==> config.mk <==
export PLATFORM = sky130hd
export DESIGN_NAME = octal_input_spi_frame_port
export DESIGN_NICKNAME = d
export VERILOG_FILES = /design/src/rtl/spi_port_pkg.sv /design/src/rtl/two_entry_buffer.sv /design/src/rtl/octal_input_spi_frame_port.sv
export SDC_FILE = /design/constraint.sdc
export NUM_CORES = 1
export LEC_CHECK = 0
export BUFFER_PORTS_ARGS = -buffer_cell sky130_fd_sc_hd__buf_2
export CAP_MARGIN = 20
export CORE_MARGIN = 2
export CORE_UTILIZATION = 49
export DETAILED_ROUTE_END_ITERATION = 10
export GPL_ROUTABILITY_DRIVEN = 1
export PLACE_DENSITY = 0.69
export SYNTH_ARGS = -nofsm -noshare
export SYNTH_HDL_FRONTEND = slang
export SYNTH_HIERARCHICAL = 1
export SYNTH_SLANG_ARGS = --single-unit
==> constraint.sdc <==
create_clock -name clock -period 4.79 [get_ports clock]
set_input_delay 0.479 -clock clock [delete_from_list [all_inputs] [get_ports clock]]
set_output_delay 0.479 -clock clock [all_outputs]
set_load 0.05 [all_outputs]
==> src/rtl/spi_port_pkg.sv <==
`default_nettype none
package spi_port_pkg;

	// command word taken from one frame
	typedef struct packed {
		logic       write; // 1 = write, 0 = read
		logic [6:0] addr;  // register address
		logic [7:0] data;  // write data
	} cmd_t;

	// register addresses handled inside the port
	localparam logic [6:0] ADDR_INPUT     = 7'h02;
	localparam logic [6:0] ADDR_MAIN_FAULT_STATUS_REGISTER    = 7'h04;
	localparam logic [6:0] ADDR_SECONDARY_FAULT_STATUS    = 7'h1c;
	localparam logic [6:0] ADDR_SECONDARY_FAULT_STATUS_EN = 7'h1e;
	localparam logic [6:0] ADDR_GPO       = 7'h22;
	localparam logic [6:0] ADDR_MAIN_FAULT_STATUS_REGISTER_EN = 7'h24;

	// values after reset
	localparam logic [7:0] MAIN_FAULT_STATUS_REGISTER_EN_RESET = 8'hc0;
	localparam logic [7:0] SECONDARY_FAULT_STATUS_EN_RESET = 8'h00;
	localparam logic [7:0] GPO_RESET       = 8'h00;

	// field positions
	localparam int F1_CRC     = 7;
	localparam int F1_POR     = 6;
	localparam int F1_SECONDARY_FAULT_STATUS  = 5;
	localparam int F1_SLOW    = 2;
	localparam int F1_SMISS   = 1;
	localparam int F2_CLK8    = 4;
	localparam int F2_OTEMP   = 3;
	localparam int GPO_STICKY = 7;

	// frame layout
	localparam logic [7:0] LEN_CRC   = 8'h18;
	localparam logic [7:0] LEN_PLAIN = 8'h10;
	localparam logic [7:0] LEN_BYTE  = 8'h08;
	localparam int CRC_DATA_BITS     = 19;
	localparam logic [4:0] CRC_INIT  = 5'h07;
	localparam logic [5:0] CRC_POLY  = 6'h35;

	// timing
	localparam int CLK_PERIOD_NS  = 10;
	localparam int POWERUP_NS     = 1000;
	localparam int POWERUP_CYCLES =
		(POWERUP_NS + CLK_PERIOD_NS - 1) / CLK_PERIOD_NS;

	// remainder of {19 data bits, init word} over the 5-bit polynomial
	function automatic logic [4:0] crc5(input logic [18:0] bits);
		logic [23:0] word;
		logic [5:0]  rem;
		word = {bits, CRC_INIT};
		rem  = 6'h00;
		for (int i = 23; i >= 0; i--) begin
			rem = {rem[4:0], word[i]};
			if (rem[5]) begin
				rem = rem ^ CRC_POLY;
			end
		end
		return rem[4:0];
	endfunction

endpackage
`default_nettype wire

==> src/rtl/two_entry_buffer.sv <==
`default_nettype none
module two_entry_buffer #(
	parameter int WIDTH = 16,
	parameter int DEPTH = 2
) (
	input  wire logic             clock,     // system clock
	input  wire logic             rst,       // async reset, high
	input  wire logic             in_valid,  // word offered
	output logic                  in_ready,  // room for a word
	input  wire logic [WIDTH-1:0] in_data,   // offered word
	output logic                  out_valid, // head word present
	input  wire logic             out_ready, // drain takes head
	output logic      [WIDTH-1:0] out_data   // head word
);
	localparam int CW = $clog2(DEPTH + 1);

	generate
		if (DEPTH < 2 || WIDTH < 1) begin : g_chk
			$error("two_entry_buffer needs DEPTH >= 2, WIDTH >= 1");
		end
	endgenerate

	logic [WIDTH-1:0] mem [DEPTH];
	logic [DEPTH-1:0] vld;
	logic [CW-1:0]    count;
	logic [CW-1:0]    next_count;
	logic [CW-1:0]    land;
	logic             push;
	logic             pop;

	// head sits at entry 0, so the outputs come straight from flops
	assign out_valid  = vld[0];
	assign out_data   = mem[0];
	assign in_ready   = (count != CW'(DEPTH));
	assign push       = in_valid & in_ready;
	assign pop        = vld[0] & out_ready;
	assign land       = pop ? count - CW'(1) : count;
	assign next_count = count + CW'(push) - CW'(pop);

	// occupancy
	always_ff @(posedge clock or posedge rst) begin
		if (rst) begin
			count <= '0;
		end else begin
			count <= next_count;
		end
	end

	// each entry either takes the new word or moves toward the head
	genvar i;
	generate
		for (i = 0; i < DEPTH; i++) begin : g_entry
			always_ff @(posedge clock or posedge rst) begin
				if (rst) begin
					mem[i] <= '0;
					vld[i] <= 1'b0;
				end else begin
					vld[i] <= (next_count > CW'(i));
					if (push && land == CW'(i)) begin
						mem[i] <= in_data;
					end else if (pop) begin
						mem[i] <= (i < DEPTH - 1) ? mem[(i + 1) % DEPTH]
							: mem[i];
					end
				end
			end
		end
	endgenerate

endmodule
`default_nettype wire

==> src/rtl/octal_input_spi_frame_port.sv <==
// How it works
// host waits for ready_n low; frames before then are not taken
// power-on flag starts at 1, alarm asserted; host write of 0 clears it
// defaults: only crc error and power-on flags enabled onto alarm
// faults drive an open-drain, active-low alarm pin
// sticky or following alarm selectable; fault enables held here
// host reads main fault status, then secondary when summary bit set
// reading a fault register clears it; persisting condition sets again
// crc direct frame: rw, 7-bit address, data, 3 fill, 5-bit crc
// crc frames return inputs, data or zeros, supply flags, 0, crc
// plain direct frame 16 bits; read data returned in same frame
// crc chain frames return data only after a preceding read
// plain chain frames return data only after a preceding read
// host makes crc and write data for every frame it sends
// a no-op is a write, so the next chain frame returns zeros
// channel states frozen when chip select or freeze input falls
// supply flags frozen by chip select only, not by freeze input
// read returns addressed register; supply flags mirror main status
// plain modes: eight-clock frame gives inputs, command ignored
// crc: polynomial x5+x4+x2+1 over 19 bits, init word 00111
// input sampled on rising sclk, output changed on falling sclk
// clock count not multiple of 8 discards frame, sets error flag
// failed crc ignores command, sets flag until a good frame
// fill bits are ignored except inside the crc
`default_nettype none
module octal_input_spi_frame_port #(
	parameter int BUF_DEPTH = 2
) (
	input  wire logic                clock,          // 100 MHz clock
	input  wire logic                rst,            // async reset, high
	input  wire logic                sclk,           // serial clock pin
	input  wire logic                cs_n,           // chip select pin
	input  wire logic                sdi,            // serial data in
	output logic                     sdo,            // serial data out
	output logic                     sdo_oe,         // sdo driven
	input  wire logic                sample_freeze_n,// input freeze pin
	input  wire logic                crc_select_pin, // 1 = no crc
	input  wire logic                chain_select_pin,// 1 = daisy chain
	input  wire logic [7:0]          channel_in,     // field input states
	input  wire logic                supply_low_in,  // supply low level
	input  wire logic                supply_miss_in, // supply missing
	input  wire logic                overtemp_in,    // overtemperature
	output logic                     ready_n,        // low = powered up
	output logic                     alarm_n_out,    // alarm level, 0
	output logic                     alarm_n_oe,     // alarm pulled low
	output logic                     wr_valid,       // write to outside
	output spi_port_pkg::cmd_t       wr_cmd,         // outside write
	input  wire logic                wr_ready,       // outside takes it
	output logic [6:0]               rd_addr,        // outside read addr
	input  wire logic [7:0]          rd_data         // outside read data
);
	localparam int PW = $clog2(spi_port_pkg::POWERUP_CYCLES + 1);
	localparam int SW = 17;

	generate
		if (BUF_DEPTH < 2) begin : g_chk
			$error("octal_input_spi_frame_port needs BUF_DEPTH >= 2");
		end
	endgenerate

	// two-flop synchronisers for every pin input
	logic [SW-1:0] sy1;
	logic [SW-1:0] sy2;
	wire  [SW-1:0] pins = {sclk, cs_n, sdi, sample_freeze_n,
		crc_select_pin, chain_select_pin, supply_low_in,
		supply_miss_in, overtemp_in, channel_in};

	genvar g;
	generate
		for (g = 0; g < SW; g++) begin : g_sync
			always_ff @(posedge clock or posedge rst) begin
				if (rst) begin
					sy1[g] <= 1'b0;
					sy2[g] <= 1'b0;
				end else begin
					sy1[g] <= pins[g];
					sy2[g] <= sy1[g];
				end
			end
		end
	endgenerate

	wire       sclk_s  = sy2[16];
	wire       cs_n_s  = sy2[15];
	wire       sdi_s   = sy2[14];
	wire       frz_n_s = sy2[13];
	wire       nocrc_s = sy2[12];
	wire       chain_s = sy2[11];
	wire       slow_s  = sy2[10];
	wire       smiss_s = sy2[9];
	wire       otemp_s = sy2[8];
	wire [7:0] chan_s  = sy2[7:0];
	logic sclk_d;
	logic cs_n_d;
	logic [PW-1:0] pu_cnt;
	logic in_frame;
	logic mode_crc;
	logic mode_chain;
	logic [7:0] bit_cnt;
	logic [23:0] in_shift;
	logic [23:0] out_word;
	logic [5:0] out_idx;
	logic [7:0] hold;
	logic load_pending;
	logic prev_read;
	logic crc_err;
	logic por;
	logic slow;
	logic smiss;
	logic clk8;
	logic otemp;
	logic [7:0] f1_en;
	logic [7:0] f2_en;
	logic [7:0] gpo;
	logic alarm_latched;
	logic exec_valid;
	spi_port_pkg::cmd_t exec_cmd;
	logic buf_ready;

	// edges seen on the synchronised pins
	wire sclk_rise = in_frame & sclk_s & ~sclk_d;
	wire sclk_fall = in_frame & ~sclk_s & sclk_d;
	wire cs_fall   = ~cs_n_s & cs_n_d & ~ready_n & ~exec_valid;
	wire cs_rise   = in_frame & cs_n_s;

	// status register images
	wire f2_sum = (clk8 & f2_en[spi_port_pkg::F2_CLK8])
		| (otemp & f2_en[spi_port_pkg::F2_OTEMP]);
	wire [7:0] main_fault_status_register = {crc_err, por, f2_sum, 2'b00, slow, smiss, 1'b0};
	wire [7:0] secondary_fault_status = {3'b000, clk8, otemp, 3'b000};

	// read data mux: port-held registers, else the outside register file
	wire [7:0] read_value =
		(rd_addr == spi_port_pkg::ADDR_MAIN_FAULT_STATUS_REGISTER)    ? main_fault_status_register :
		(rd_addr == spi_port_pkg::ADDR_SECONDARY_FAULT_STATUS)    ? secondary_fault_status :
		(rd_addr == spi_port_pkg::ADDR_MAIN_FAULT_STATUS_REGISTER_EN) ? f1_en  :
		(rd_addr == spi_port_pkg::ADDR_SECONDARY_FAULT_STATUS_EN) ? f2_en  :
		(rd_addr == spi_port_pkg::ADDR_GPO)       ? gpo    :
		(rd_addr == spi_port_pkg::ADDR_INPUT)     ? hold   : rd_data;

	// command decode at frame end; fill bits only enter the crc check
	wire [7:0] frame_len = mode_crc ? spi_port_pkg::LEN_CRC
		: spi_port_pkg::LEN_PLAIN;
	wire cmd_write = mode_crc ? in_shift[23] : in_shift[15];
	wire [6:0] cmd_addr = mode_crc ? in_shift[22:16] : in_shift[14:8];
	wire [7:0] cmd_data = mode_crc ? in_shift[15:8] : in_shift[7:0];
	wire crc_ok = spi_port_pkg::crc5(in_shift[23:5]) == in_shift[4:0];

	// frame verdicts at chip select release
	wire bad_count = cs_rise & (bit_cnt[2:0] != 3'h0);
	wire short_rd  = cs_rise & ~bad_count & ~mode_crc
		& (bit_cnt == spi_port_pkg::LEN_BYTE);
	wire too_short = cs_rise & ~bad_count & ~short_rd
		& (bit_cnt < frame_len);
	wire crc_bad   = cs_rise & ~bad_count & ~short_rd & mode_crc
		& (too_short | ~crc_ok);
	wire valid     = cs_rise & ~bad_count & ~short_rd & ~too_short
		& (~mode_crc | crc_ok);
	wire rd_f1  = valid & ~cmd_write
		& (cmd_addr == spi_port_pkg::ADDR_MAIN_FAULT_STATUS_REGISTER);
	wire rd_f2  = valid & ~cmd_write
		& (cmd_addr == spi_port_pkg::ADDR_SECONDARY_FAULT_STATUS);
	wire wr_any = valid & cmd_write;
	wire wr_f1  = wr_any & (cmd_addr == spi_port_pkg::ADDR_MAIN_FAULT_STATUS_REGISTER);
	wire wr_f1e = wr_any & (cmd_addr == spi_port_pkg::ADDR_MAIN_FAULT_STATUS_REGISTER_EN);
	wire wr_f2e = wr_any & (cmd_addr == spi_port_pkg::ADDR_SECONDARY_FAULT_STATUS_EN);
	wire wr_gpo = wr_any & (cmd_addr == spi_port_pkg::ADDR_GPO);
	wire wr_ext = wr_any & ~wr_f1 & ~wr_f1e & ~wr_f2e & ~wr_gpo
		& (cmd_addr != spi_port_pkg::ADDR_SECONDARY_FAULT_STATUS)
		& (cmd_addr != spi_port_pkg::ADDR_INPUT);

	// outgoing bit: own word, own crc in crc modes, then pass-through in chain mode
	wire [5:0] next_idx = (out_idx == 6'h3f) ? out_idx : out_idx + 6'h01;
	wire [23:0] out_full = {out_word[23:5],
		mode_crc ? spi_port_pkg::crc5(out_word[23:5]) : 5'h00};
	wire past_own = {2'b00, next_idx} >= frame_len;
	wire [4:0] pick = 5'(5'd23 - next_idx[4:0]);
	wire [4:0] plain_pick = 5'(5'd15 - next_idx[4:0]);
	wire next_bit = past_own ? (mode_chain & in_shift[frame_len[4:0] - 5'h01])
		: mode_crc ? out_full[pick] : out_full[5'h08 + plain_pick];
	wire [7:0] chain_byte = (chain_s & prev_read) ? read_value : 8'h00;

	// power-up delay; no frame is taken while ready_n is high
	always_ff @(posedge clock or posedge rst) begin
		if (rst) begin
			pu_cnt  <= '0;
			ready_n <= 1'b1;
		end else if (pu_cnt != PW'(spi_port_pkg::POWERUP_CYCLES)) begin
			pu_cnt <= pu_cnt + PW'(1);
		end else begin
			ready_n <= 1'b0;
		end
	end

	// edge history of the synchronised pins
	always_ff @(posedge clock or posedge rst) begin
		if (rst) begin
			sclk_d <= 1'b0;
			cs_n_d <= 1'b1;
		end else begin
			sclk_d <= sclk_s;
			cs_n_d <= cs_n_s;
		end
	end

	// channel holding stage, open only while both freezes are high
	always_ff @(posedge clock or posedge rst) begin
		if (rst) begin
			hold <= 8'h00;
		end else if (cs_n_s & frz_n_s) begin
			hold <= chan_s;
		end
	end

	// frame framing and input shifting
	always_ff @(posedge clock or posedge rst) begin
		if (rst) begin
			in_frame   <= 1'b0;
			mode_crc   <= 1'b0;
			mode_chain <= 1'b0;
			bit_cnt    <= 8'h00;
			in_shift   <= 24'h000000;
		end else if (cs_fall) begin
			in_frame   <= 1'b1;
			mode_crc   <= ~nocrc_s;
			mode_chain <= chain_s;
			bit_cnt    <= 8'h00;
		end else if (cs_rise) begin
			in_frame <= 1'b0;
		end else if (sclk_rise) begin
			bit_cnt  <= bit_cnt + 8'h01;
			in_shift <= {in_shift[22:0], sdi_s};
		end
	end

	// outgoing word; byte two filled early in direct reads
	always_ff @(posedge clock or posedge rst) begin
		if (rst) begin
			out_word     <= 24'h000000;
			load_pending <= 1'b0;
		end else if (cs_fall) begin
			out_word     <= {hold, chain_byte, slow, smiss, 6'h00};
			load_pending <= 1'b0;
		end else if (sclk_rise && bit_cnt == 8'h07 && !mode_chain) begin
			load_pending <= ~in_shift[6];
		end else if (load_pending) begin
			out_word[15:8] <= read_value;
			load_pending   <= 1'b0;
		end
	end

	// serial output, advanced on falling sclk
	always_ff @(posedge clock or posedge rst) begin
		if (rst) begin
			sdo     <= 1'b0;
			sdo_oe  <= 1'b0;
			out_idx <= 6'h00;
		end else if (cs_fall) begin
			sdo     <= hold[7];
			sdo_oe  <= 1'b1;
			out_idx <= 6'h00;
		end else if (cs_rise) begin
			sdo_oe <= 1'b0;
			sdo    <= 1'b0;
		end else if (sclk_fall) begin
			out_idx <= next_idx;
			sdo     <= next_bit;
		end
	end

	// read address: mid-frame in direct modes, at frame end for chains
	always_ff @(posedge clock or posedge rst) begin
		if (rst) begin
			rd_addr   <= 7'h00;
			prev_read <= 1'b0;
		end else if (sclk_rise && bit_cnt == 8'h07 && !mode_chain) begin
			rd_addr <= {in_shift[5:0], sdi_s};
		end else if (valid) begin
			prev_read <= ~cmd_write;
			if (!cmd_write) begin
				rd_addr <= cmd_addr;
			end
		end else if (cs_rise) begin
			prev_read <= 1'b0;
		end
	end

	// fault flags; a still-present condition beats the clear on read
	always_ff @(posedge clock or posedge rst) begin
		if (rst) begin
			crc_err <= 1'b0;
			por     <= 1'b1;
			slow    <= 1'b0;
			smiss   <= 1'b0;
			clk8    <= 1'b0;
			otemp   <= 1'b0;
		end else begin
			crc_err <= crc_bad | (crc_err & ~(valid & mode_crc));
			por   <= por & ~(wr_f1 & ~cmd_data[spi_port_pkg::F1_POR]);
			slow  <= slow_s | (slow & ~rd_f1);
			smiss <= smiss_s | (smiss & ~rd_f1);
			clk8  <= bad_count | (clk8 & ~rd_f2);
			otemp <= otemp_s | (otemp & ~rd_f2);
		end
	end

	// alarm enables and sticky select
	always_ff @(posedge clock or posedge rst) begin
		if (rst) begin
			f1_en <= spi_port_pkg::MAIN_FAULT_STATUS_REGISTER_EN_RESET;
			f2_en <= spi_port_pkg::SECONDARY_FAULT_STATUS_EN_RESET;
			gpo   <= spi_port_pkg::GPO_RESET;
		end else begin
			if (wr_f1e) begin
				f1_en <= cmd_data;
			end
			if (wr_f2e) begin
				f2_en <= cmd_data;
			end
			if (wr_gpo) begin
				gpo <= cmd_data;
			end
		end
	end

	// open-drain alarm: sticky holds until main status is read
	wire alarm_src = |(main_fault_status_register & f1_en);
	wire alarm_now = gpo[spi_port_pkg::GPO_STICKY] ? alarm_latched
		: alarm_src;
	always_ff @(posedge clock or posedge rst) begin
		if (rst) begin
			alarm_latched <= 1'b0;
			alarm_n_oe    <= 1'b0;
			alarm_n_out   <= 1'b0;
		end else begin
			alarm_latched <= alarm_src | (alarm_latched & ~rd_f1);
			alarm_n_oe    <= alarm_now;
			alarm_n_out   <= 1'b0;
		end
	end

	// writes for the outside register file wait here for the buffer
	always_ff @(posedge clock or posedge rst) begin
		if (rst) begin
			exec_valid <= 1'b0;
			exec_cmd   <= '0;
		end else if (wr_ext) begin
			exec_valid <= 1'b1;
			exec_cmd   <= '{write: 1'b1, addr: cmd_addr, data: cmd_data};
		end else if (buf_ready) begin
			exec_valid <= 1'b0;
		end
	end

	two_entry_buffer #(
		.WIDTH ($bits(spi_port_pkg::cmd_t)),
		.DEPTH (BUF_DEPTH)
	) u_wr_buffer (
		.clock     (clock),
		.rst       (rst),
		.in_valid  (exec_valid),
		.in_ready  (buf_ready),
		.in_data   (exec_cmd),
		.out_valid (wr_valid),
		.out_ready (wr_ready),
		.out_data  (wr_cmd)
	);
endmodule
`default_nettype wire

# Word-level counts from Yosys, hierarchy flattened
# Cells that the tools add are included.
[totals] regBits=205 in_bits=28 out_inout_bits=29
[op_classes] add_sub_neg=10 magnitude_cmp=6 eq_ne=23 muxes=85 bitwise=121 reduce_logical=23
[op_table] op="$mux 5" count=39
[op_table] op="$not 3->3" count=38
[op_table] op="$mux 8" count=14
[op_table] op="$and 1x1->1" count=48
[op_table] op="$mux 16" count=2
[op_table] op="$eq 7x5->1 const B" count=4
[op_table] op="$eq 7x6->1 const B" count=4
[op_table] op="$mux 7" count=4
[op_table] op="$not 1->1" count=25
[op_table] op="$mux 6" count=4
[op_table] op="$lt 5x6->1 const B" count=3
[op_table] op="$mux 1" count=17
[op_table] op="$reduce_bool 2->1" count=8
[op_table] op="$bmux 1 s5" count=3
[op_table] op="$eq 7x3->1 const B" count=2
[op_table] op="$reduce_and 2->1" count=5
[op_table] op="$or 1x1->1" count=9
[op_table] op="$add 8x1->8 const B" count=1
[op_table] op="$and 8x8->8" count=1
[op_table] op="$eq 8x3->1 const B" count=1
[op_table] op="$eq 8x4->1 const B" count=1
[op_table] op="$lt 8x5->1" count=1
[op_table] op="$reduce_or 8->1" count=1
[op_table] op="$add 7x1->7 const B" count=1
[op_table] op="other kinds (26)" count=32

# Depth between registers and ports, before layout
# Gate-level depths: netlist of run 1.
[depth] depth_word=51 ltp_mapped=13

# Modules after synthesis
# Netlist of run 1, hierarchy kept.
[modules_own_cells] module="octal_input_spi_frame_port" n_inst=1 cells_per_inst=776 area_each_um2=8546.9 seq_area_each_um2=4260.3
[modules_own_cells] module="two_entry_buffer" n_inst=1 cells_per_inst=141 area_each_um2=1669.1 seq_area_each_um2=875.8

# Worst setup path after synthesis of run 1
# Ideal clock, no wire load.
[synth_path] kind="register to register" start="reg in_shift[12]" end="reg gpo[0]" setup_ns=0.125 t_arrival_ns=3.376 slack_ns=1.290 stages_incl_launch_ff=10 path_buffers=1 cell_sequence="dfrtp_1 buf_4 xor2_2 xnor3_1 xnor3_1 xnor2_1 mux2_4 o41ai_4 nor4b_4 mux2_2"
[synth_between] elab_chain_len=24 elab_cells_between_ends=29 cone_classes="eq/ne (2); mux (14); bitwise (13)"
[synth_lines] element="from (decl)" line="octal_input_spi_frame_port.sv:100" text="logic [23:0] in_shift;"
[synth_lines] element="from (signal assigned)" line="octal_input_spi_frame_port.sv:232" text="in_shift <= {in_shift[22:0], sdi_s};"
[synth_lines] element="$not 3->3 (no source line)"
[synth_lines] element="$mux 5 (2 in series)" line="spi_port_pkg.sv:56" text="if (rem[5]) begin"
[synth_lines] element="$not 3->3 (no source line)"
[synth_lines] element="$mux 5 (2 in series)" line="spi_port_pkg.sv:56"
[synth_lines] element="$not 3->3 (no source line)"
[synth_lines] element="$mux 5 (3 in series)" line="spi_port_pkg.sv:56"
[synth_lines] element="$not 3->3 (no source line)"
[synth_lines] element="$mux 5 (2 in series)" line="spi_port_pkg.sv:56"
[synth_lines] element="[2 not listed]"
[synth_lines] element="$mux 5 (2 in series)" line="spi_port_pkg.sv:56"
[synth_lines] element="$not 3->3 (no source line)"
[synth_lines] element="$mux 5" line="spi_port_pkg.sv:56"
[synth_lines] element="$eq 5x5->1" line="octal_input_spi_frame_port.sv:147" text="wire crc_ok = spi_port_pkg::crc5(in_shift[23:5]) == in_shift[4:0];"
[synth_lines] element="$or 1x1->1" line="octal_input_spi_frame_port.sv:158" text="& (~mode_crc | crc_ok);"
[synth_lines] element="$and 1x1->1" line="octal_input_spi_frame_port.sv:158"
[synth_lines] element="$and 1x1->1" line="octal_input_spi_frame_port.sv:163" text="wire wr_any = valid & cmd_write;"
[synth_lines] element="$and 1x1->1 *" line="octal_input_spi_frame_port.sv:167" text="wire wr_gpo = wr_any & (cmd_addr == spi_port_pkg::ADDR_GPO);"
[synth_lines] element="to (signal assigned)" line="octal_input_spi_frame_port.sv:312" text="gpo <= spi_port_pkg::GPO_RESET;"
[synth_lines] element="to (signal assigned)" line="octal_input_spi_frame_port.sv:321" text="gpo <= cmd_data;"
[synth_lines] element="to (decl)" line="octal_input_spi_frame_port.sv:114" text="logic [7:0] gpo;"
# Every way passes the cells marked *; elsewhere a longest branch is shown, timed or not.
# A chain may end at the register's enable or synchronous reset.

# Worst setup path after layout of run 1
[layout_path] start="reg in_shift[22]" end="reg gpo[5]"
[layout_between] elab_chain_len=32 elab_cells_between_ends=43 cone_classes="eq/ne (2); mux (20); bitwise (21)"
[layout_lines] element="$not 3->3 (no source line)"
[layout_lines] element="$mux 5 (3 in series)" line="spi_port_pkg.sv:56"
[layout_lines] element="$not 3->3 (no source line)"
[layout_lines] element="$mux 5 (2 in series)" line="spi_port_pkg.sv:56"
[layout_lines] element="$not 3->3 (no source line) / $mux 5 (equally long branches)"
[layout_lines] element="$mux 5 / $not 3->3 (equally long branches)"
[layout_lines] element="$mux 5 (2 in series)" line="spi_port_pkg.sv:56"
[layout_lines] element="$not 3->3 (no source line)"
[layout_lines] element="[11 not listed]"
[layout_lines] element="$mux 5 (2 in series)" line="spi_port_pkg.sv:56"
[layout_lines] element="$not 3->3 (no source line)"
[layout_lines] element="$mux 5" line="spi_port_pkg.sv:56"
[layout_lines] element="$eq 5x5->1" line="octal_input_spi_frame_port.sv:147"
[layout_lines] element="$or 1x1->1" line="octal_input_spi_frame_port.sv:158"
[layout_lines] element="$and 1x1->1" line="octal_input_spi_frame_port.sv:158"
[layout_lines] element="$and 1x1->1" line="octal_input_spi_frame_port.sv:163"
[layout_lines] element="$and 1x1->1 *" line="octal_input_spi_frame_port.sv:167"
# Marked as above.

==> results of run 1 <==
-- worst max path at each step --
stage,startpoint,end,slack (ns)
2_1_floorplan,in_shift[12]$_DFFE_PP0P_,gpo[0]$_DFFE_PP0N_,1.29
4_1_cts,in_shift[22]$_DFFE_PP0P_,gpo[5]$_DFFE_PP0N_,0.87
3_3_place_gp,in_shift[22]$_DFFE_PP0P_,gpo[2]$_DFFE_PP0N_,0.98
3_5_place_dp,in_shift[22]$_DFFE_PP0P_,gpo[3]$_DFFE_PP0N_,0.89
6_report,in_shift[22]$_DFFE_PP0P_,gpo[5]$_DFFE_PP0N_,0.82
5_1_grt,in_shift[22]$_DFFE_PP0P_,gpo[5]$_DFFE_PP0N_,0.69
-- worst register-to-register path, delay by kind of cell (launching register included) --
kind	cells	cell delay [ns]
XOR/XNOR	4	1.35
multiplexers	2	0.78
AND/OR/NAND/NOR	1	0.62
AO/OA/AOI/OAI	1	0.59
flip-flops	1	0.51
-- report_power, final --
part / leakage (nW) / total (mW) / internal, mW / switching, mW
Clock: 0.415 / 2.01 / 1.30 / 0.707
Combinational: 2.39 / 0.669 / 0.348 / 0.321
Sequential: 2.58 / 1.90 / 1.80 / 0.0986
-- cells in the final DEF (no fill, tap or decap), types with 8 or more instances in the layout --
master	count
o21ai_0	45
xor2_1	15
dfrtp_1	200
a21oi_1	46
inv_1	44
o22ai_1	17
mux2i_1	31
mux2_2	73
mux2_4	11
nor2_1	32
ha_1	8
nand3_1	16
nor2b_1	10
xnor2_1	45
nand2_1	127
clkbuf_16	23
nand4_1	9
xnor3_1	9
buf_2	55
-- sequential cells by signal, summed over array words and instances, names as in the netlist, 2 cells and up --
signal	cells
bit_cnt	8
chan_s	8
exec_cmd	16
f1_en	8
f2_en	8
gpo	8
hold	8
in_shift	24
out_idx	6
out_word	18
pu_cnt	7
rd_addr	7
sy1	17
u_wr_buffer/count	2
u_wr_buffer/mem	16
u_wr_buffer/out_data	16
-- stage by stage --
step / setup slack (ns) / hold WS [ns] / cell area (um2)
after global placement: 0.9769 / 0.3319 / 10620
final: 0.8211 / 0.07876 / 11500
after detailed placement: 0.8934 / 0.3347 / 10620
after floorplan: 1.290 / 0.3312 / 10220
after CTS: 0.8653 / 0.06612 / 11490
after global routing: 0.6925 / 0.06301 / 11500
-- Yosys cell counts (10+ instances only) --
library cell / count
mux2i_1: 31
dfrtp_1: 200
o22ai_1: 17
o21ai_0: 45
mux2_4: 11
nor2b_1: 10
buf_2: 10
xnor2_1: 45
clkbuf_1: 19
nand2_1: 127
a21oi_1: 46
mux2_2: 73
xor2_1: 15
buf_4: 18
nand3_1: 16
inv_1: 45
nor2_1: 32
-- layer usage --
metal / routed length, um / GRT usage / share of wire
met2: 10370 / 0.3294 / 0.46
met5: 0 / 0 / 0
met3: 1100 / 0.03098 / 0.049
met1: 10420 / 0.2971 / 0.46
met4: 567 / 0.06143 / 0.025
-- final cells by class --
type,count,area (um2),share of cell area
clock inverters,12,246.5,0.02144
clock buffers,28,624.3,0.05430
repair buffers,63,347.8,0.03025
multi-input cells,615,4632,0.4029
flip-flops and latches,205,5136,0.4467
inverters,45,172.7,0.01502
well taps,270,337.8,0.02938
-- kinds of logic (layout without fill, tap and decap cells) --
| logic type | Yosys count | count (layout) | share of synthesized area |
|---|---|---|---|
| other | 1 | 1 | 0.0003671 |
| multiplexers | 117 | 117 | 0.1314 |
| flip-flops | 205 | 205 | 0.5028 |
| buffers and inverters | 97 | 148 | 0.04507 |
| AO/OA/AOI/OAI | 172 | 172 | 0.1104 |
| AND/OR/NAND/NOR | 240 | 240 | 0.1111 |
| XOR/XNOR | 77 | 77 | 0.08916 |
| adder cells (fa/ha/maj) | 8 | 8 | 0.009798 |
==> run metrics, run 1 <==
status=complete, no violations; Final Max Tran Viols=0; DRT antenna net count=0; Worst Skew=0.01055 ns; Avg Inst Size Synth=11.14 um2; sequential element share of the synthesized area=0.5028; TritonCTS buffer count=22; DRT iter0 DRCs=637; Die Y=148.4 um; Post-synth EDFFs=0; Post-synth ARST share=1.000; largest area contributor in the netlist=dfrtp_1; critical path's top delay family=XOR/XNOR gates; critical path startpoint category=flop; CTS tree=yes; total die area=22020 um2; Max Cap Viol=0; Power Density=398.4 nW/um2; R2R Path End=gpo[5]$_DFFE_PP0N_; filler instances=1724; area grow syn2layout=12.54%; first-pass GRT wire length=36510 um; Detailed Routing Iterations Pass 1=5; Mapped Cells=917; clock tree buffer depth=3; Crit path buffers/inverters=0; I/O Pins=57; predominant post-synthesis flop cell=dfrtp_1; Cell Count, Final, Fillers Out=1238; post-detail-place hpwl=15680 um; post-synthesis register bit count=205; Vias per Instance=5.650; stages on the worst setup path=8; RSZ-0062 raised after global routing=no; Final setup viols=0; Core Region=20360 um2; post-synth cell types=68; critical path capture point type=flop; initial antenna violation count=0; Hold Path Class=in -> async; GRT Total Usage=0.2071; number of hold violations in the final report=0; n_diodes=0; FP Rows=52; Mapped Area=10220 um2; Worst path max stage delay=0.62 ns; Yosys top cell area share=0.4899; Resized Gates After CTS=0; Core Util, Final=0.5646; Setup Fix Bufs, Post-CTS=0; Final period util=0.8286; clk root buf=clkbuf_16; placed insts=1197; vias in the first global route=6865; relative slew slack=0.2985; final WL=22460 um; CTS clock-pin slew for the worst setup and hold paths=0.06 ns; initial cell density of the core=0.5017; Tmin final=3.969 ns; CP max stage cell=nor4b_4; critical path cell sequence=xor2_1 -> xor3_1 -> xnor3_1 -> xnor2_1 -> mux2_4 -> o41ai_4 -> nor4b_4 -> mux2_2; RD Place Congestion=0.9031; leak pwr=5.379 nW; setup TNS=0 ns; Worst EP required=5.18 ns; synth top area cells=dfrtp_1 (49%), mux2_2 (8.0%), nand2_1 (4.7%), xnor2_1 (3.9%), mux2i_1 (3.0%); Final nets=988; reg2reg path depth=8; layout cells sized above 1=0.2211; DRC viols=0; Reg2Reg Setup Slack=0.82 ns; total gr overflow=0; htree depth=1; WP data arrival=4.36 ns; Hold-fix buffers, CTS=0; WL/cell=18.14 um; worst slew pin tran=1.050 ns; syn nets=953; Final Total Pwr=4.580 mW; I/O Buffers=55; largest net degree at the start of global routing=171; Critical Path Fanout Max=8; reg-to-reg startpoint=in_shift[22]$_DFFE_PP0P_; Die W=148.4 um; clk_lat worst skew=0.51 ns; Synth warnings=6; fmax=252.0 MHz; via count=6995; clock net sink count=205; Setup CP Type=reg -> reg; VDD IR-drop max=0.2699 mV
No activity file was read; power rests on OpenSTA's default activity.
==> inputs of run 2 (changes only) <==
Clock period 4.79 ns to 3.2 ns, I/O delays scaled along.
==> run 2 against run 1 <==
The run now ends with setup timing left. Worst hold slack better by 0.23 ns. Wire length is 4.7% higher. Final cell count is 6.5% higher. Sequential share of layout area is 2.5 points lower. Critical path type unchanged. Largest power group is now registers. Highest routed layer unchanged.
==> run metrics, run 2 (same netlist as run 1, synthesis figures left out) <==
total gr overflow=0 (unchanged); RSZ-0062 raised after global routing=yes; commonest cells after routing, fill and taps aside=dfrtp_1 (197), nand2_1 (126), buf_4 (61); post-detail-place hpwl=16820 um (+7.3%); Detailed Routing Iterations Pass 1=5 (unchanged); Worst EP required=3.58 ns (-1.60 ns); clk_lat worst skew=0.49 ns (-0.02 ns); I/O Pins=57 (unchanged); Power Density=528.7 nW/um2 (+33%); WP data arrival=3.62 ns (-0.74 ns); via count=7194 (+2.8%); Final setup viols=10 (+10); biggest regs=in_shift: 24 flops, out_word: 18 flops, sy1: 17 flops; worst slew pin tran=0.7347 ns (-0.3150 ns); Final Max Tran Viols=0 (unchanged); Die Y=148.4 um (unchanged); Hold Path Class=in -> async; Final period util=1.014 (+0.1854); Largest register FFs=24 (unchanged); n_diodes=0 (unchanged); RD Place Congestion=0.8967 (-0.71%); commonest non-fill, non-tap cell in the layout=dfrtp_1; clock tree buffer depth=3 (unchanged); GRT Total Usage=0.2164 (+0.009279); status=finished with violations; TritonCTS buffer count=23 (+4.5%); FP Rows=52 (unchanged); DRT antenna net count=0 (unchanged); VDD IR-drop max=0.3593 mV (+33%); Worst Skew=0.009338 ns (-0.001215 ns); Final nets=1068 (+8.1%); Tmin final=3.245 ns (-0.7242 ns); htree depth=1 (unchanged); setup TNS=-0.1803 ns (-0.1803 ns); Critical Path Fanout Max=8 (unchanged); Die W=148.4 um (unchanged); clock net sink count=205 (unchanged); most flop-heavy register=in_shift; critical path startpoint category=flop; DRC viols=0 (unchanged); total die area=22020 um2 (unchanged); DRT iter0 DRCs=467 (-27%); Core Region=20360 um2 (unchanged); layout cells sized above 1=0.2719 (+0.05087); reg2reg path depth=11 (+3); filler instances=1628 (-5.6%); CTS clock-pin slew for the worst setup and hold paths=0.06 ns (about the same); final WL=23510 um (+4.7%); fmax=308.2 MHz (+22%); I/O Buffers=55 (unchanged); number of hold violations in the final report=0 (unchanged); initial cell density of the core=0.5017 (unchanged); area grow syn2layout=19.25%; first-pass GRT wire length=38010 um (+4.1%); failing checks=setup timing; CTS tree=yes; Vias per Instance=5.458 (-3.4%); clk root buf=clkbuf_16; initial antenna violation count=0 (unchanged); Core Util, Final=0.5982 (+0.03367); largest net degree at the start of global routing=87 (-49%); Setup CP Type=reg -> reg; Final Total Pwr=6.441 mW (+41%); critical path capture point type=flop; WL/cell=17.84 um (-1.7%); vias in the first global route=7082 (+3.2%); Max Cap Viol=0 (unchanged); relative slew slack=0.5050 (+0.2065); worst setup margin=-0.04473 ns (-0.8658 ns); leak pwr=5.745 nW (+6.8%)
run 2: cell types whose count changed in the layout (fill, tap and decap cells not counted), moves of 4 or more:
cell	before	now
mux2_4	11	25
buf_6	0	4
bufinv_16	7	0
mux2_2	73	59
dlygate4sd3_1	0	18
buf_4	7	61
run 2: worst paths after layout:
| kind | startpoint | slack (ns) | to |
|---|---|---|---|
| setup / recovery | in_shift[19]$_DFFE_PP0P_ | -0.04 | gpo[3]$_DFFE_PP0N_ |
| hold / removal | rst | 0.31 | u_wr_buffer/out_valid$_DFF_PP0_ |
| setup reg to reg | in_shift[19]$_DFFE_PP0P_ | -0.04 | gpo[3]$_DFFE_PP0N_ |
| hold reg to reg | sy1[7]$_DFF_PP0_ | 0.35 | chan_s[7]$_DFF_PP0_ |
| max in group asynchronous | rst | 1.95 | cs_n_d$_DFF_PP1_ |
| min in group clock | wr_ready | 0.31 | u_wr_buffer/count[1]$_DFF_PP0_ |
run 2: area by class of cell:
| cell class | count | area (um2) | area share |
|---|---|---|---|
| well taps | 270 | 337.8 | 0.02773 |
| clock inverters | 9 | 60.06 | 0.004930 |
| multi-input cells | 616 | 4787 | 0.3929 |
| repair buffers | 141 | 1026 | 0.08421 |
| flip-flops and latches | 205 | 5140 | 0.4219 |
| inverters | 45 | 172.7 | 0.01417 |
| clock buffers | 32 | 659.4 | 0.05412 |
run 2: through the flow:
step           hold slack, ns  cells  cell area (um2)  worst slack [ns]
3_5_place_dp           0.3347   1253            11110          -0.07783
3_3_place_gp           0.3310   1253            11110        -0.0006499
5_1_grt                0.3319   1318            12180           -0.1576
4_1_cts                0.2970   1314            12050          -0.02235
6_report               0.3077   1318            12180          -0.04473
2_1_floorplan          0.3312    917            10280           -0.1758
run 2: worst max-delay path, stage by stage (launching register included):
cell and delay (ns):
dfrtp_2 0.44, xor2_4 0.20, xnor3_2 0.42, buf_4 0.16
xor3_1 0.33, nand2_2 0.10, o221a_4 0.26, o41ai_4 0.33
buf_6 0.16, nor4b_4 0.20, buf_6 0.19, mux2_2 0.34
run 2: per-layer routing:
layer  GRT usage  vias to the layer above  wire, um
met4     0.04810                        0       426
li1            -                     3416         -
met1      0.3202                     3563     11140
met3     0.02730                       35       941
met2      0.3449                      180     11000
met5           0                        -         0
run 2: what timing repair did:
action | 4_1_cts | 5_1_grt
setup endpoints to repair | 18 | 48
gates cloned | 0 | 1
hold buffers | 18 | 0
resized for setup | 8 | 15
setup buffers | 2 | 2
endpoints found under the hold margin | 33 | 0
pin swaps | 2 | 1
run 2: where the power goes:
part	leakage (nW)	switching (mW)	total [mW]	internal (mW)
clock network	0.349	1.03	2.47	1.44
logic	2.82	0.568	1.14	0.570
registers	2.57	0.130	2.83	2.70
==> inputs of run 3 (changes only) <==
Settings changed: CAP_MARGIN 20 to 10, PLACE_DENSITY 0.69 to 0.66.
Clock period 3.2 ns to 3.1 ns, I/O delays scaled along.
==> run 3 against run 2 <==
The run still ends with setup timing left. Highest routed layer unchanged. Maximum frequency is 0.63% higher. Critical endpoint is now exec_cmd[10]$_DFFE_PP0P_. Clock skew is 0.0078 ns higher. Flip-flop and latch count stayed put. Final cell count is 0.23% lower. Combinational power is 4% higher. Worst setup slack worse by 0.080 ns. Clock-buffer cell count is 3 higher. Via count is 0.42% lower.
==> run metrics, run 3 (same netlist as run 1, synthesis figures left out) <==
status=finished with violations; failing checks=setup timing; DRT antenna net count=0 (unchanged); fmax=310.1 MHz (+0.63%); reg2reg path depth=10 (-1); area grow syn2layout=18.69%; total gr overflow=0 (unchanged); hold path depth=4; setup TNS=-3.237 ns (-3.057 ns); total die area=22020 um2 (unchanged); initial antenna violation count=0 (unchanged); Worst setup endpoint=exec_cmd[10]$_DFFE_PP0P_; WHS=0.3183 ns (+0.01057 ns); htree depth=1 (unchanged); Critical Path Fanout Max=17 (+9); critical path startpoint category=flop; Vias per Instance=5.448 (-0.19%); Detailed Routing Iterations Pass 1=5 (unchanged); Hold Path Class=in -> reg; Worst path max stage delay=0.45 ns (about the same); Power Density=545.5 nW/um2 (+3.2%); DRC viols=0 (unchanged); Clock Power Share=0.378 (-0.006); first-pass GRT wire length=38690 um (+1.8%); Final Max Tran Viols=0 (unchanged); Die Y=148.4 um (unchanged); Cell Count, Final, Fillers Out=1315 (-0.23%); final WL=23700 um (+0.84%); RD Place Congestion=0.8832 (-1.5%); critical path capture point type=flop; placed insts=1253 (unchanged); Final setup viols=36 (+26); GRT Total Usage=0.2213 (+0.004900); Crit path buffers/inverters=2 (-1); initial cell density of the core=0.5017 (unchanged); R2R Path End=exec_cmd[10]$_DFFE_PP0P_; sequential cell area=5137 um2 (about the same); TritonCTS buffer count=22 (-4.3%); layout cells sized above 1=0.2651 (-0.006875); via count=7164 (-0.42%); Setup crit start=in_shift[14]$_DFFE_PP0P_; clk root buf=clkbuf_16; n_diodes=0 (unchanged); post-detail-place hpwl=16750 um (-0.38%); VDD IR-drop max=0.4434 mV (+23%); critical path cell sequence=xor3_1 -> xnor3_2 -> xnor2_2 -> or2_4 -> o221a_4 -> o41ai_4 -> buf_4 -> o2111ai_4 -> buf_12 -> mux2_2; Worst Skew=0.01712 ns (+0.007777 ns); stages on the worst setup path=10 (-1); Die W=148.4 um (unchanged); clock tree buffer depth=3 (unchanged); Largest register FFs=24 (unchanged); CTS clock-pin slew for the worst setup and hold paths=0.06 ns (about the same); I/O Pins=57 (unchanged); I/O Buffers=55 (unchanged); filler instances=1642 (+0.86%); number of hold violations in the final report=0 (unchanged); WL/cell=18.03 um (+1.1%); sequential power share=0.442 (+0.003); Sw Share=0.2654 (-0.002541); Setup CP Type=reg -> reg; CTS tree=yes; Core Region=20360 um2 (unchanged); Final nets=1065 (-0.28%); multi-input logic area=4747 um2 (-0.84%); Reg2Reg Setup Slack=-0.12 ns (-0.08 ns); worst setup margin=-0.1244 ns (-0.07969 ns); worst slew pin tran=0.7443 ns (+0.009563 ns); most flop-heavy register=in_shift; RSZ-0062 raised after global routing=yes; Internal=4.859 mW (+3.1%); Final Total Pwr=6.614 mW (+2.7%); relative slew slack=0.5038 (-0.001199); CP max stage cell=xor3_1; WP data arrival=3.61 ns (about the same); Tmin final=3.224 ns (-0.02031 ns); Sw Pwr=1.756 mW (+1.7%); logic gate share of total power=0.180 (+0.003); reg-to-reg startpoint=in_shift[14]$_DFFE_PP0P_; Final period util=1.040 (+0.02616); largest net degree at the start of global routing=87 (unchanged); FP Rows=52 (unchanged); worst slack at placement=-0.1605 ns (-0.08263 ns); clock net sink count=205 (unchanged); Max Cap Viol=0 (unchanged); commonest cells after routing, fill and taps aside=dfrtp_1 (199), nand2_1 (126), mux2_2 (64); commonest non-fill, non-tap cell in the layout=dfrtp_1; DRT iter0 DRCs=463 (-0.86%); leak pwr=5.736 nW (-0.16%); vias in the first global route=7125 (+0.61%); biggest regs=in_shift: 24 flops, out_word: 18 flops, sy1: 17 flops; clk_lat worst skew=0.51 ns (+0.02 ns); critical path's top delay family=XOR/XNOR gates; Worst EP required=3.48 ns (-0.10 ns)
## run 3: how the worst min path moves through the flow
stage	startpoint	to	slack [ns]
floorplan	sy1[11]$_DFF_PP0_	chain_s$_DFF_PP0_	0.33
global route	wr_ready	u_wr_buffer/count[1]$_DFF_PP0_	0.32
CTS	wr_ready	u_wr_buffer/count[1]$_DFF_PP0_	0.29
finish	wr_ready	u_wr_buffer/count[1]$_DFF_PP0_	0.32
global placement	sy1[9]$_DFF_PP0_	smiss_s$_DFF_PP0_	0.33
detailed placement	sy1[5]$_DFF_PP0_	chan_s[5]$_DFF_PP0_	0.33
## run 3: per-layer routing
metal	global-route usage	routed length [um]	vias to the layer above
met5	0	0	-
met4	0.05619	549	0
met3	0.03313	1065	42
met2	0.3481	10870	187
met1	0.3251	11220	3529
li1	-	-	3406
## run 3: per-stage QoR
stage,utilization,area (um2)
final,0.5954,12130
after global routing,0.5954,12130
after CTS,0.5925,12070
after detailed placement,0.5468,11130
after global placement,0.5468,11130
after floorplan,-,10280
## run 3: final cells by class
class                   count  share of cell area
repair buffers            140             0.08544
clock buffers              35             0.05190
well taps                 270             0.02786
clock inverters             5            0.005366
multi-input cells         615              0.3915
flip-flops and latches    205              0.4237
inverters                  45             0.01424
## run 3: what timing repair did
action	4_1_cts	5_1_grt
pin swaps	2	3
buffers inserted	1	3
gates resized for setup	11	7
setup endpoints to repair	37	48
endpoints found under the hold margin	43	0
hold buffers	18	0
## run 3: worst min-delay path, stage by stage
cell,delay (ns)
buf_2,0.08
nand2_2,0.13
nor2_1,0.15
xnor2_1,0.10
## run 3: power by group through the flow
stage               Clock, mW  Sequential [mW]  Combinational [mW]
floorplan                   0             2.92               0.889
global placement            0             2.96                1.12
detailed placement          0             2.97                1.13
CTS                      2.56             2.92                1.16
global route             2.67             2.94                1.30
finish                   2.50             2.92                1.19
